`src/logic/prds_pkg.sv`:
```
// Constants, types and helpers shared by the PWM restart, dead-band and steering block.
package prds_pkg;

  // ****************************************
  // Timing
  // ****************************************
  localparam int CLK_PERIOD_NS = 40;
  localparam int TCY_NS = 40;
  localparam int TCY_CLKS = (TCY_NS + CLK_PERIOD_NS - 1) / CLK_PERIOD_NS;
  localparam logic [3:0] TCY_LAST = 4'(TCY_CLKS - 1);

  // ****************************************
  // Register map and reset values
  // ****************************************
  localparam logic [7:0] OFS_RESTART = 8'h00;
  localparam logic [7:0] OFS_STEER = 8'h04;
  localparam logic [7:0] OFS_MODE = 8'h08;
  localparam logic [7:0] OFS_SHDN = 8'h0C;
  localparam logic [7:0] OFS_DIR = 8'h10;
  localparam logic [7:0] OFS_STAT = 8'h14;
  localparam logic [7:0] RST_RESTART = 8'h00;
  localparam logic [4:0] RST_STEER = 5'h01;
  localparam logic [7:0] RST_MODE = 8'h00;
  localparam logic [3:0] RST_SHDN_STATE = 4'h0;
  localparam logic [3:0] RST_DIR = 4'hF;

  // ****************************************
  // Field positions and encodings
  // ****************************************
  localparam int RESTART_EN_BIT = 7;
  localparam int STEER_SYNC_BIT = 4;
  localparam int SHDN_STATUS_BIT = 7;
  localparam int SHDN_AC_LSB = 2;
  localparam int SHDN_BD_LSB = 0;
  localparam int MODE_CFG_LSB = 6;
  localparam int MODE_UPPER_LSB = 2;
  localparam logic [1:0] UNIT_MODE_PWM = 2'h3;
  localparam logic [1:0] CFG_SINGLE = 2'h0;
  localparam logic [1:0] CFG_HALF = 2'h2;
  localparam logic [1:0] RESP_OKAY = 2'h0;
  localparam logic [1:0] RESP_SLVERR = 2'h2;

  typedef enum logic [1:0] {WS_IDLE = 2'b01, WS_RESP = 2'b10} prds_wstate_t;
  typedef enum logic [1:0] {RS_IDLE = 2'b01, RS_DATA = 2'b10} prds_rstate_t;

  // Pins A and C share one polarity bit, B and D the other.
  function automatic logic prds_pin_level(input logic active, input logic [1:0] pol, input int idx);
    prds_pin_level = active ^ (idx[0] ? pol[0] : pol[1]);
  endfunction : prds_pin_level

endpackage : prds_pkg

```
`src/logic/prds_db_if.sv`:
```
// Interface between the output stage and one dead-band delay channel.
`timescale 1ns/1ps
interface prds_db_if;
  logic tick;
  logic active_in;
  logic [6:0] delay;
  logic active_out;
  modport ctl (output tick, output active_in, output delay, input active_out);
  modport chan (input tick, input active_in, input delay, output active_out);
endinterface : prds_db_if

```
`src/logic/prds_sync2.sv`:
```
// Two-stage synchroniser for a level arriving from outside the clock domain.
`timescale 1ns/1ps
module prds_sync2 (
  input wire logic aclk,
  input wire logic aresetn,
  input wire logic d,
  output logic q
);
  logic meta;

  always_ff @(posedge aclk) begin
    if (!aresetn) begin
      meta <= 1'b0;
      q <= 1'b0;
    end else begin
      meta <= d;
      q <= meta;
    end
  end
endmodule : prds_sync2

```
`src/logic/prds_deadband.sv`:
```
// One dead-band channel: delays only the inactive-to-active edge of a drive request.
`timescale 1ns/1ps
module prds_deadband import prds_pkg::*; (
  input wire logic aclk,
  input wire logic aresetn,
  prds_db_if.chan db
);
  logic prev;
  logic out;
  logic [6:0] cnt;

  always_ff @(posedge aclk) begin
    if (!aresetn) begin
      prev <= 1'b0;
    end else begin
      prev <= db.active_in;
    end
  end

  always_ff @(posedge aclk) begin
    if (!aresetn) begin
      cnt <= 7'h00;
    end else if (db.active_in && !prev) begin
      cnt <= db.delay; // RULE20
    end else if (db.tick && cnt != 7'h00) begin
      cnt <= cnt - 7'h01; // RULE5
    end
  end

  always_ff @(posedge aclk) begin
    if (!aresetn) begin
      out <= 1'b0;
    end else if (!db.active_in) begin
      out <= 1'b0; // RULE4
    end else if (!prev) begin
      out <= (db.delay == 7'h00); // RULE19
    end else begin
      out <= (cnt == 7'h00) || (db.tick && cnt == 7'h01); // RULE20
    end
  end

  assign db.active_out = out;
endmodule : prds_deadband

```
`src/logic/prds_top.sv`:
```
// PWM output stage: shutdown restart, half-bridge dead band and pulse steering, on AXI4-Lite.
//
// Functional notes
// [RULE1] Automatic restart only when the restart-enable bit 7 is set.
// [RULE2] Auto restart: status stays set during condition, clears when it goes away.
// [RULE3] Without auto restart, outputs stay shut until software clears the status.
// [RULE4] Dead band delays only inactive-to-active output edges in half-bridge mode.
// [RULE5] Dead band equals the seven-bit count in instruction cycles.
// [RULE6] Steering only in single output mode: mode upper 11, config 00.
// [RULE7] Each steer enable bit routes the polarity-controlled PWM to its pin.
// [RULE8] Any combination of one to four pins may carry the PWM together.
// [RULE9] Polarity field applies to every steered pin.
// [RULE10] Shutdown forces only PWM-enabled pins; port pins are unaffected.
// [RULE11] Sync bit 0: new steering applies at the end of the write.
// [RULE12] Sync bit 1: new steering waits for the next period start.
// [RULE13] Steering register bits 7 to 5 read zero, writes ignored.
// [RULE14] Software must set at least one steer bit in single output mode.
// [RULE15] PWM reaches a pin only while its direction bit is 0.
// [RULE16] Any shutdown event sets the status until cleared or auto restart.
// [RULE17] Software writes to the status are ignored while the condition persists.
// [RULE18] After restart the output resumes only at the next period start.
// [RULE19] Zero dead-band count adds no delay.
// [RULE20] Dead band uses a counter loaded at each rising request, one step per cycle.
//
// Our own choices: the AXI4-Lite register port and the placing of the registers.
`timescale 1ns/1ps
module prds_top import prds_pkg::*; (
  input wire logic aclk,
  input wire logic aresetn,
  input wire logic [7:0] s_axi_awaddr,
  input wire logic s_axi_awvalid,
  output logic s_axi_awready,
  input wire logic [31:0] s_axi_wdata,
  input wire logic [3:0] s_axi_wstrb,
  input wire logic s_axi_wvalid,
  output logic s_axi_wready,
  output logic [1:0] s_axi_bresp,
  output logic s_axi_bvalid,
  input wire logic s_axi_bready,
  input wire logic [7:0] s_axi_araddr,
  input wire logic s_axi_arvalid,
  output logic s_axi_arready,
  output logic [31:0] s_axi_rdata,
  output logic [1:0] s_axi_rresp,
  output logic s_axi_rvalid,
  input wire logic s_axi_rready,
  input wire logic pwm_raw,
  input wire logic period_start,
  input wire logic shutdown_request,
  input wire logic [3:0] port_data,
  output logic pwm_out_a,
  output logic pwm_out_a_oe,
  output logic pwm_out_b,
  output logic pwm_out_b_oe,
  output logic pwm_out_c,
  output logic pwm_out_c_oe,
  output logic pwm_out_d,
  output logic pwm_out_d_oe
);

  // ****************************************
  // Registers and internal state
  // ****************************************
  logic [7:0] restart_ctrl;
  logic [4:0] steer_ctrl;
  logic [7:0] mode_ctrl;
  logic [3:0] shdn_state;
  logic [3:0] pin_dir;
  logic shutdown_event_status;
  logic out_off;
  logic [3:0] steer_applied;
  logic [3:0] out_lvl;
  logic [3:0] out_oe;
  logic [3:0] tcy_cnt;
  logic tcy_tick;
  logic cond;
  prds_wstate_t wstate;
  prds_rstate_t rstate;
  logic aw_held;
  logic w_held;
  logic [7:0] aw_addr;
  logic [7:0] w_byte;
  logic w_lane0;
  logic wr_fire;
  logic [31:0] rd_word;
  logic rd_ok;
  logic wr_ok;
  logic auto_restart_enable;
  logic [6:0] deadband_delay_count;
  logic steer_sync_select;
  logic [1:0] unit_mode_upper;
  logic [1:0] output_polarity_sel;
  logic [1:0] output_config_sel;
  logic single_mode;
  logic half_mode;
  logic sw_status_wr;
  logic [3:0] drive_active;
  logic [3:0] pwm_use;
  assign auto_restart_enable = restart_ctrl[RESTART_EN_BIT];
  assign deadband_delay_count = restart_ctrl[6:0];
  assign steer_sync_select = steer_ctrl[STEER_SYNC_BIT];
  assign unit_mode_upper = mode_ctrl[MODE_UPPER_LSB +: 2];
  assign output_polarity_sel = mode_ctrl[1:0];
  assign output_config_sel = mode_ctrl[MODE_CFG_LSB +: 2];
  assign single_mode = (unit_mode_upper == UNIT_MODE_PWM) && (output_config_sel == CFG_SINGLE); // RULE6
  assign half_mode = (unit_mode_upper == UNIT_MODE_PWM) && (output_config_sel == CFG_HALF);

  // ****************************************
  // Shutdown request synchroniser
  // ****************************************
  prds_sync2 u_sync (
    .aclk(aclk),
    .aresetn(aresetn),
    .d(shutdown_request),
    .q(cond)
  );

  // ****************************************
  // AXI4-Lite write channel
  // ****************************************
  // Address and data are parked separately so the master may present them in either order.
  assign wr_fire = (wstate == WS_IDLE) && aw_held && w_held;
  assign wr_ok = (aw_addr == OFS_RESTART) || (aw_addr == OFS_STEER) || (aw_addr == OFS_MODE) ||
                 (aw_addr == OFS_SHDN) || (aw_addr == OFS_DIR) || (aw_addr == OFS_STAT);

  always_ff @(posedge aclk) begin
    if (!aresetn) begin
      wstate <= WS_IDLE;
      aw_held <= 1'b0;
      w_held <= 1'b0;
      aw_addr <= 8'h00;
      w_byte <= 8'h00;
      w_lane0 <= 1'b0;
      s_axi_awready <= 1'b1;
      s_axi_wready <= 1'b1;
      s_axi_bvalid <= 1'b0;
      s_axi_bresp <= RESP_OKAY;
    end else begin
      case (wstate)
        WS_IDLE: begin
          if (s_axi_awvalid && s_axi_awready) begin
            aw_addr <= s_axi_awaddr;
            aw_held <= 1'b1;
            s_axi_awready <= 1'b0;
          end
          if (s_axi_wvalid && s_axi_wready) begin
            w_byte <= s_axi_wdata[7:0];
            w_lane0 <= s_axi_wstrb[0];
            w_held <= 1'b1;
            s_axi_wready <= 1'b0;
          end
          if (wr_fire) begin
            aw_held <= 1'b0;
            w_held <= 1'b0;
            s_axi_bvalid <= 1'b1;
            s_axi_bresp <= wr_ok ? RESP_OKAY : RESP_SLVERR;
            wstate <= WS_RESP;
          end
        end
        WS_RESP: begin
          if (s_axi_bready) begin
            s_axi_bvalid <= 1'b0;
            s_axi_awready <= 1'b1;
            s_axi_wready <= 1'b1;
            wstate <= WS_IDLE;
          end
        end
        default: begin
          wstate <= WS_IDLE;
        end
      endcase
    end
  end

  // ****************************************
  // Software-written registers
  // ****************************************
  always_ff @(posedge aclk) begin
    if (!aresetn) begin
      restart_ctrl <= RST_RESTART;
      steer_ctrl <= RST_STEER;
      mode_ctrl <= RST_MODE;
      shdn_state <= RST_SHDN_STATE;
      pin_dir <= RST_DIR;
    end else if (wr_fire && w_lane0) begin
      case (aw_addr)
        OFS_RESTART: restart_ctrl <= w_byte;
        OFS_STEER: steer_ctrl <= w_byte[4:0]; // RULE13
        OFS_MODE: mode_ctrl <= w_byte;
        OFS_SHDN: shdn_state <= w_byte[3:0];
        OFS_DIR: pin_dir <= w_byte[3:0];
        default: begin
        end
      endcase
    end
  end

  // ****************************************
  // Shutdown status and restart
  // ****************************************
  assign sw_status_wr = wr_fire && w_lane0 && (aw_addr == OFS_SHDN);
  // A live condition outranks any software write, so a clear in the same cycle is lost.
  always_ff @(posedge aclk) begin
    if (!aresetn) begin
      shutdown_event_status <= 1'b0;
    end else if (cond) begin
      shutdown_event_status <= 1'b1; // RULE16 RULE17
    end else if (sw_status_wr && w_byte[SHDN_STATUS_BIT]) begin
      shutdown_event_status <= 1'b1; // RULE16
    end else if (auto_restart_enable) begin
      shutdown_event_status <= 1'b0; // RULE1 RULE2
    end else if (sw_status_wr) begin
      shutdown_event_status <= 1'b0; // RULE3
    end
  end

  always_ff @(posedge aclk) begin
    if (!aresetn) begin
      out_off <= 1'b0;
    end else if (cond || shutdown_event_status || (sw_status_wr && w_byte[SHDN_STATUS_BIT])) begin
      out_off <= 1'b1; // RULE3
    end else if (period_start) begin
      out_off <= 1'b0; // RULE18
    end
  end

  // ****************************************
  // Steering update
  // ****************************************
  always_ff @(posedge aclk) begin
    if (!aresetn) begin
      steer_applied <= RST_STEER[3:0];
    end else if (wr_fire && w_lane0 && aw_addr == OFS_STEER && !w_byte[STEER_SYNC_BIT]) begin
      steer_applied <= w_byte[3:0]; // RULE11
    end else if (steer_sync_select && period_start) begin
      steer_applied <= steer_ctrl[3:0]; // RULE12
    end
  end

  // ****************************************
  // Instruction-cycle tick and dead band
  // ****************************************
  always_ff @(posedge aclk) begin
    if (!aresetn) begin
      tcy_cnt <= 4'h0;
    end else if (tcy_cnt == TCY_LAST) begin
      tcy_cnt <= 4'h0;
    end else begin
      tcy_cnt <= tcy_cnt + 4'h1;
    end
  end

  assign tcy_tick = (tcy_cnt == TCY_LAST);
  prds_db_if db_a_if ();
  prds_db_if db_b_if ();
  // Half bridge: A drives the modulated phase, B its complement, each with a turn-on delay taken from the same count.
  assign db_a_if.tick = tcy_tick;
  assign db_a_if.active_in = pwm_raw;
  assign db_a_if.delay = deadband_delay_count; // RULE5
  assign db_b_if.tick = tcy_tick;
  assign db_b_if.active_in = !pwm_raw;
  assign db_b_if.delay = deadband_delay_count; // RULE5
  prds_deadband u_db_a (
    .aclk(aclk),
    .aresetn(aresetn),
    .db(db_a_if.chan)
  );
  prds_deadband u_db_b (
    .aclk(aclk),
    .aresetn(aresetn),
    .db(db_b_if.chan)
  );

  // ****************************************
  // Output pin selection
  // ****************************************
  always_comb begin
    drive_active = 4'h0;
    pwm_use = 4'h0;
    if (single_mode) begin
      pwm_use = steer_applied; // RULE7 RULE8 RULE14
      drive_active = steer_applied & {4{pwm_raw}};
    end else if (half_mode) begin
      pwm_use = 4'h3;
      drive_active = {2'b00, db_b_if.active_out, db_a_if.active_out}; // RULE4
    end else if (unit_mode_upper == UNIT_MODE_PWM) begin
      pwm_use = 4'h1;
      drive_active = {3'b000, pwm_raw};
    end
  end

  // Shutdown codes: 00 drives low, 01 drives high, 1x releases the pin.
  always_ff @(posedge aclk) begin
    if (!aresetn) begin
      out_lvl <= 4'h0;
      out_oe <= 4'h0;
    end else begin
      for (int i = 0; i < 4; i++) begin
        if (!pwm_use[i]) begin
          out_lvl[i] <= port_data[i]; // RULE10
          out_oe[i] <= !pin_dir[i];
        end else if (out_off) begin
          out_lvl[i] <= i[0] ? shdn_state[SHDN_BD_LSB] : shdn_state[SHDN_AC_LSB]; // RULE10
          out_oe[i] <= !pin_dir[i] && !(i[0] ? shdn_state[SHDN_BD_LSB + 1] : shdn_state[SHDN_AC_LSB + 1]);
        end else begin
          out_lvl[i] <= prds_pin_level(drive_active[i], output_polarity_sel, i); // RULE9
          out_oe[i] <= !pin_dir[i]; // RULE15
        end
      end
    end
  end

  assign pwm_out_a = out_lvl[0];
  assign pwm_out_b = out_lvl[1];
  assign pwm_out_c = out_lvl[2];
  assign pwm_out_d = out_lvl[3];
  assign pwm_out_a_oe = out_oe[0];
  assign pwm_out_b_oe = out_oe[1];
  assign pwm_out_c_oe = out_oe[2];
  assign pwm_out_d_oe = out_oe[3];

  // ****************************************
  // AXI4-Lite read channel
  // ****************************************
  always_comb begin
    rd_word = 32'h0000_0000;
    rd_ok = 1'b1;
    case (s_axi_araddr)
      OFS_RESTART: rd_word[7:0] = restart_ctrl;
      OFS_STEER: rd_word[4:0] = steer_ctrl; // RULE13
      OFS_MODE: rd_word[7:0] = mode_ctrl;
      OFS_SHDN: rd_word[7:0] = {shutdown_event_status, 3'b000, shdn_state};
      OFS_DIR: rd_word[3:0] = pin_dir;
      OFS_STAT: rd_word[7:0] = {cond, out_off, 2'b00, steer_applied};
      default: rd_ok = 1'b0;
    endcase
  end

  always_ff @(posedge aclk) begin
    if (!aresetn) begin
      rstate <= RS_IDLE;
      s_axi_arready <= 1'b1;
      s_axi_rvalid <= 1'b0;
      s_axi_rdata <= 32'h0000_0000;
      s_axi_rresp <= RESP_OKAY;
    end else begin
      case (rstate)
        RS_IDLE: begin
          if (s_axi_arvalid) begin
            s_axi_rdata <= rd_word;
            s_axi_rresp <= rd_ok ? RESP_OKAY : RESP_SLVERR;
            s_axi_rvalid <= 1'b1;
            s_axi_arready <= 1'b0;
            rstate <= RS_DATA;
          end
        end
        RS_DATA: begin
          if (s_axi_rready) begin
            s_axi_rvalid <= 1'b0;
            s_axi_arready <= 1'b1;
            rstate <= RS_IDLE;
          end
        end
        default: begin
          rstate <= RS_IDLE;
        end
      endcase
    end
  end

endmodule : prds_top

```
`config.mk`:
```
export PLATFORM = sky130hd
export DESIGN_NAME = prds_top
export DESIGN_NICKNAME = d
export VERILOG_FILES = /design/src/logic/prds_pkg.sv /design/src/logic/prds_db_if.sv /design/src/logic/prds_sync2.sv /design/src/logic/prds_deadband.sv /design/src/logic/prds_top.sv
export SDC_FILE = /design/constraint.sdc
export NUM_CORES = 1
export LEC_CHECK = 0
export ABC_AREA = 1
export BUFFER_PORTS_ARGS = -buffer_cell sky130_fd_sc_hd__buf_2
export CAP_MARGIN = 5
export CORE_ASPECT_RATIO = 0.75
export CORE_UTILIZATION = 45
export CTS_CLUSTER_SIZE = 24
export DETAILED_ROUTE_END_ITERATION = 12
export PLACE_DENSITY = 0.67
export SLEW_MARGIN = 10
export SYNTH_ARGS = -nofsm -noshare
export SYNTH_HDL_FRONTEND = slang
export SYNTH_SLANG_ARGS = --single-unit
```
`constraint.sdc`:
```
create_clock -name aclk -period 2.45 [get_ports aclk]
set_input_delay 0.245 -clock aclk [delete_from_list [all_inputs] [get_ports aclk]]
set_output_delay 0.245 -clock aclk [all_outputs]
set_load 0.01 [all_outputs]
```
==> impl_results.md <==
- Run status: complete, no violations
- Crit path launch type: register
- Clk root buf: clkbuf_16
- DRT Wirelength: 12.5 mm
- Antenna viol nets, final: 0
- Die Footprint: 0.0116 mm²
- Final Hold Violating Endpoints: 0
- CP max FO: 5
- Max-cap violations: 0
- I/O pin count: 115
- WP buf/inv: 3
- Top FF cell, synth: dfxtp_1
- WS Path Type: register to register
- Max-slew violation count: 0
- Tot GR Track Use: 22.7%
- CP Data Required Time: 2750 ps
- Kind of end point of the critical path: register
- Post-synth EDFFs: 0
- GRT overflow: 0
- Row count: 33
- Sw Ratio: 30.9%
- CTS H-tree depth: 3
- Worst slew margin: 62.3%
- Synthesized cell area: 0.00504 mm²
- CP delay by family, top: simple AND/OR/NAND/NOR gates
- Cts hold-fix bufs: 0
- Peak VDD IR: 0.391 mV
- Most frequent CP cell: nand2_1
- ANT cells: 0
- Layout Skew: 8.07 ps
- Psw: 1.34 mW
- Crit share post-route: 68.4%
- Worst Hold Class: primary input to register
- Nets: 843
- Arr. time, crit path: 1980 ps
- Largest net degree at the start of global routing: 58
- Post-synthesis sequential area ratio: 41.7%
- Sum Neg Setup Slack: 0 ps
- P_leak: 2.61 nW
- Synth cell types: 37
- Via density: 5.16
- Internal power: 3.00 mW
- Starting DRT DRC Count: 369
- Fraction of layout instances using a drive strength above 1: 13.7%
- TritonCTS clock tree: done
- PortBufs: 61
- Synth top area share: 41.7%
- Count leader, synth: nand2_1
- CP max stage cell: dfxtp_1
- Inserted Clock Buffers: 9
- Post-CTS setup buffer count: 0
- Synth warn: 0
- DRC viols: 0
- Logic pwr share: 20.4%
- Seq pwr share: 45.2%
- Bufs on Longest Clock Path: 2
- Top cells by area, synth: dfxtp_1 42%, nand2_1 10%, inv_1 6.6%
- Area leader, netlist: dfxtp_1
- Initial antenna violation count: 0
- DR pass1 iterations: 6
- Clock power share: 34.4%
- DPL Wire Length: 9.34 mm
- Worst skew pair latency: 350 ps
- Die Height: 93.6 µm
- Vias in the first global route: 4123
- Dpl cells: 900
- Starting Density: 46.2%
- Final core utilization: 52.1%
- Syn_area_per_cell: 7.06 µm²
- Yosys reg bits: 105
- Slew @ Worst Pin: 562 ps
- RSZ-0062 raised after global routing: false
- Core Region: 0.0109 mm²
- Crit path cell chain: inv_1 -> ha_1 -> nand2_1 -> nor2_1 -> nand2_1 -> nand2_1 -> nand2_1 -> inv_2 -> nand2_1 -> nand3_1 -> nand2_1 -> inv_1
- Mapped Cells: 714
- Area grow syn2layout: 12.8%
- Final Hold Slack: 79.7 ps
- PD cells: 764 mW/mm²
- Max Freq: 0.597 GHz
- Final setup vio count: 0
- GPL Wtd Cong: 0.964
- Synth top cells by count: 140 x nand2_1, 105 x dfxtp_1, 89 x inv_1
- First-pass GRT wire length: 20.1 mm
- CTS Sinks: 105
- Non-filler instance count after layout: 915
- Wirelength per Cell: 13.6 µm
- Total of fill cells in the finished design: 1064
- Via total after detailed routing: 4719
- Ys async rst share: 0%
- Worst-path clk slew: 70 ps
- Worst path max stage delay: 340 ps
- Die width: 124 µm
- PostCTS Resize Cnt: 0
- Final min period: 1680 ps
state kept, by name (all words and copies together), names as in the netlist, 5 cells and up:
signal and cells:
u_db_a.cnt 7, mode_ctrl 8, w_byte 8, restart_ctrl 8
steer_ctrl 5, u_db_b.cnt 7, aw_addr 8, s_axi_rdata 8
cell families (layout without fill, tap and decap cells):
kind of cell | count (synthesis) | in the layout | share of synthesized area, %
compound gates | 137 | 137 | 14.3
xor+xnor | 9 | 9 | 1.56
fa+ha+maj | 6 | 6 | 1.49
buf+inv | 139 | 175 | 12.6
flops | 105 | 105 | 41.7
other cells | 1 | 26 | 0.0744
simple gates | 317 | 317 | 28.2
power groups by stage:
stage | Sequential [mW] | Clock [mW] | Combinational (mW)
after floorplan | 1.98 | 0 | 0.710
after global placement | 1.99 | 0 | 0.846
after detailed placement | 2.00 | 0 | 0.875
after CTS | 1.96 | 1.52 | 0.883
after global routing | 1.98 | 1.60 | 1.02
final | 1.96 | 1.49 | 0.887
layer usage:
metal | global-route usage [%] | vias up | wire length, µm
met2 | 33.7 | 193 | 5270
met1 | 32.5 | 2128 | 6050
li1 | - | 2377 | -
met5 | 0 | - | 0
met4 | 4.76 | 0 | 134
met3 | 6.10 | 21 | 1010
layout by cell type (no fill, tap or decap), types with 9 or more instances in the layout:
cell       count
clkbuf_16      9
inv_1         89
o21ai_0       54
nand2_1      140
nand4_1       12
dfxtp_1      105
buf_2         61
nand3_1       59
a21oi_1       62
conb_1        26
nor3_1         9
nor2_1        73
through the flow:
step / area, µm² / power, mW / worst slack (ps)
after floorplan: 5130 / 2.69 / 1070
after global placement: 5370 / 2.84 / 893
final: 5680 / 4.34 / 775
after CTS: 5680 / 4.36 / 798
after detailed placement: 5370 / 2.87 / 846
after global routing: 5680 / 4.60 / 584
area by class of cell:
class / count / area (µm²) / share of cell area [%]
Multi-Input combinational cell: 495 / 2400 / 42.2
Clock buffer: 10 / 239 / 4.21
Clock inverter: 5 / 72.6 / 1.28
Timing Repair Buffer: 63 / 333 / 5.86
Inverter: 97 / 364 / 6.41
Tap cell: 140 / 175 / 3.08
Sequential cell: 105 / 2100 / 37.0
final timing paths:
kind	startpoint	to	slack [ps]	cells after the start
min reg2reg	u_sync.meta$_SDFF_PN0_	u_sync.q$_SDFF_PN0_	420	2
max	u_db_b.cnt[0]$_SDFFE_PN0P_	u_db_b.cnt[5]$_SDFFE_PN0P_	770	12
min	shutdown_request	u_sync.meta$_SDFF_PN0_	80	3
max reg2reg	u_db_b.cnt[0]$_SDFFE_PN0P_	u_db_b.cnt[5]$_SDFFE_PN0P_	770	12
tightest hold or removal path, stage by stage:
cell,delay [ps]
buf_2,80
nand2_1,50
inv_1,40
Power figures use the tool's default switching activity.
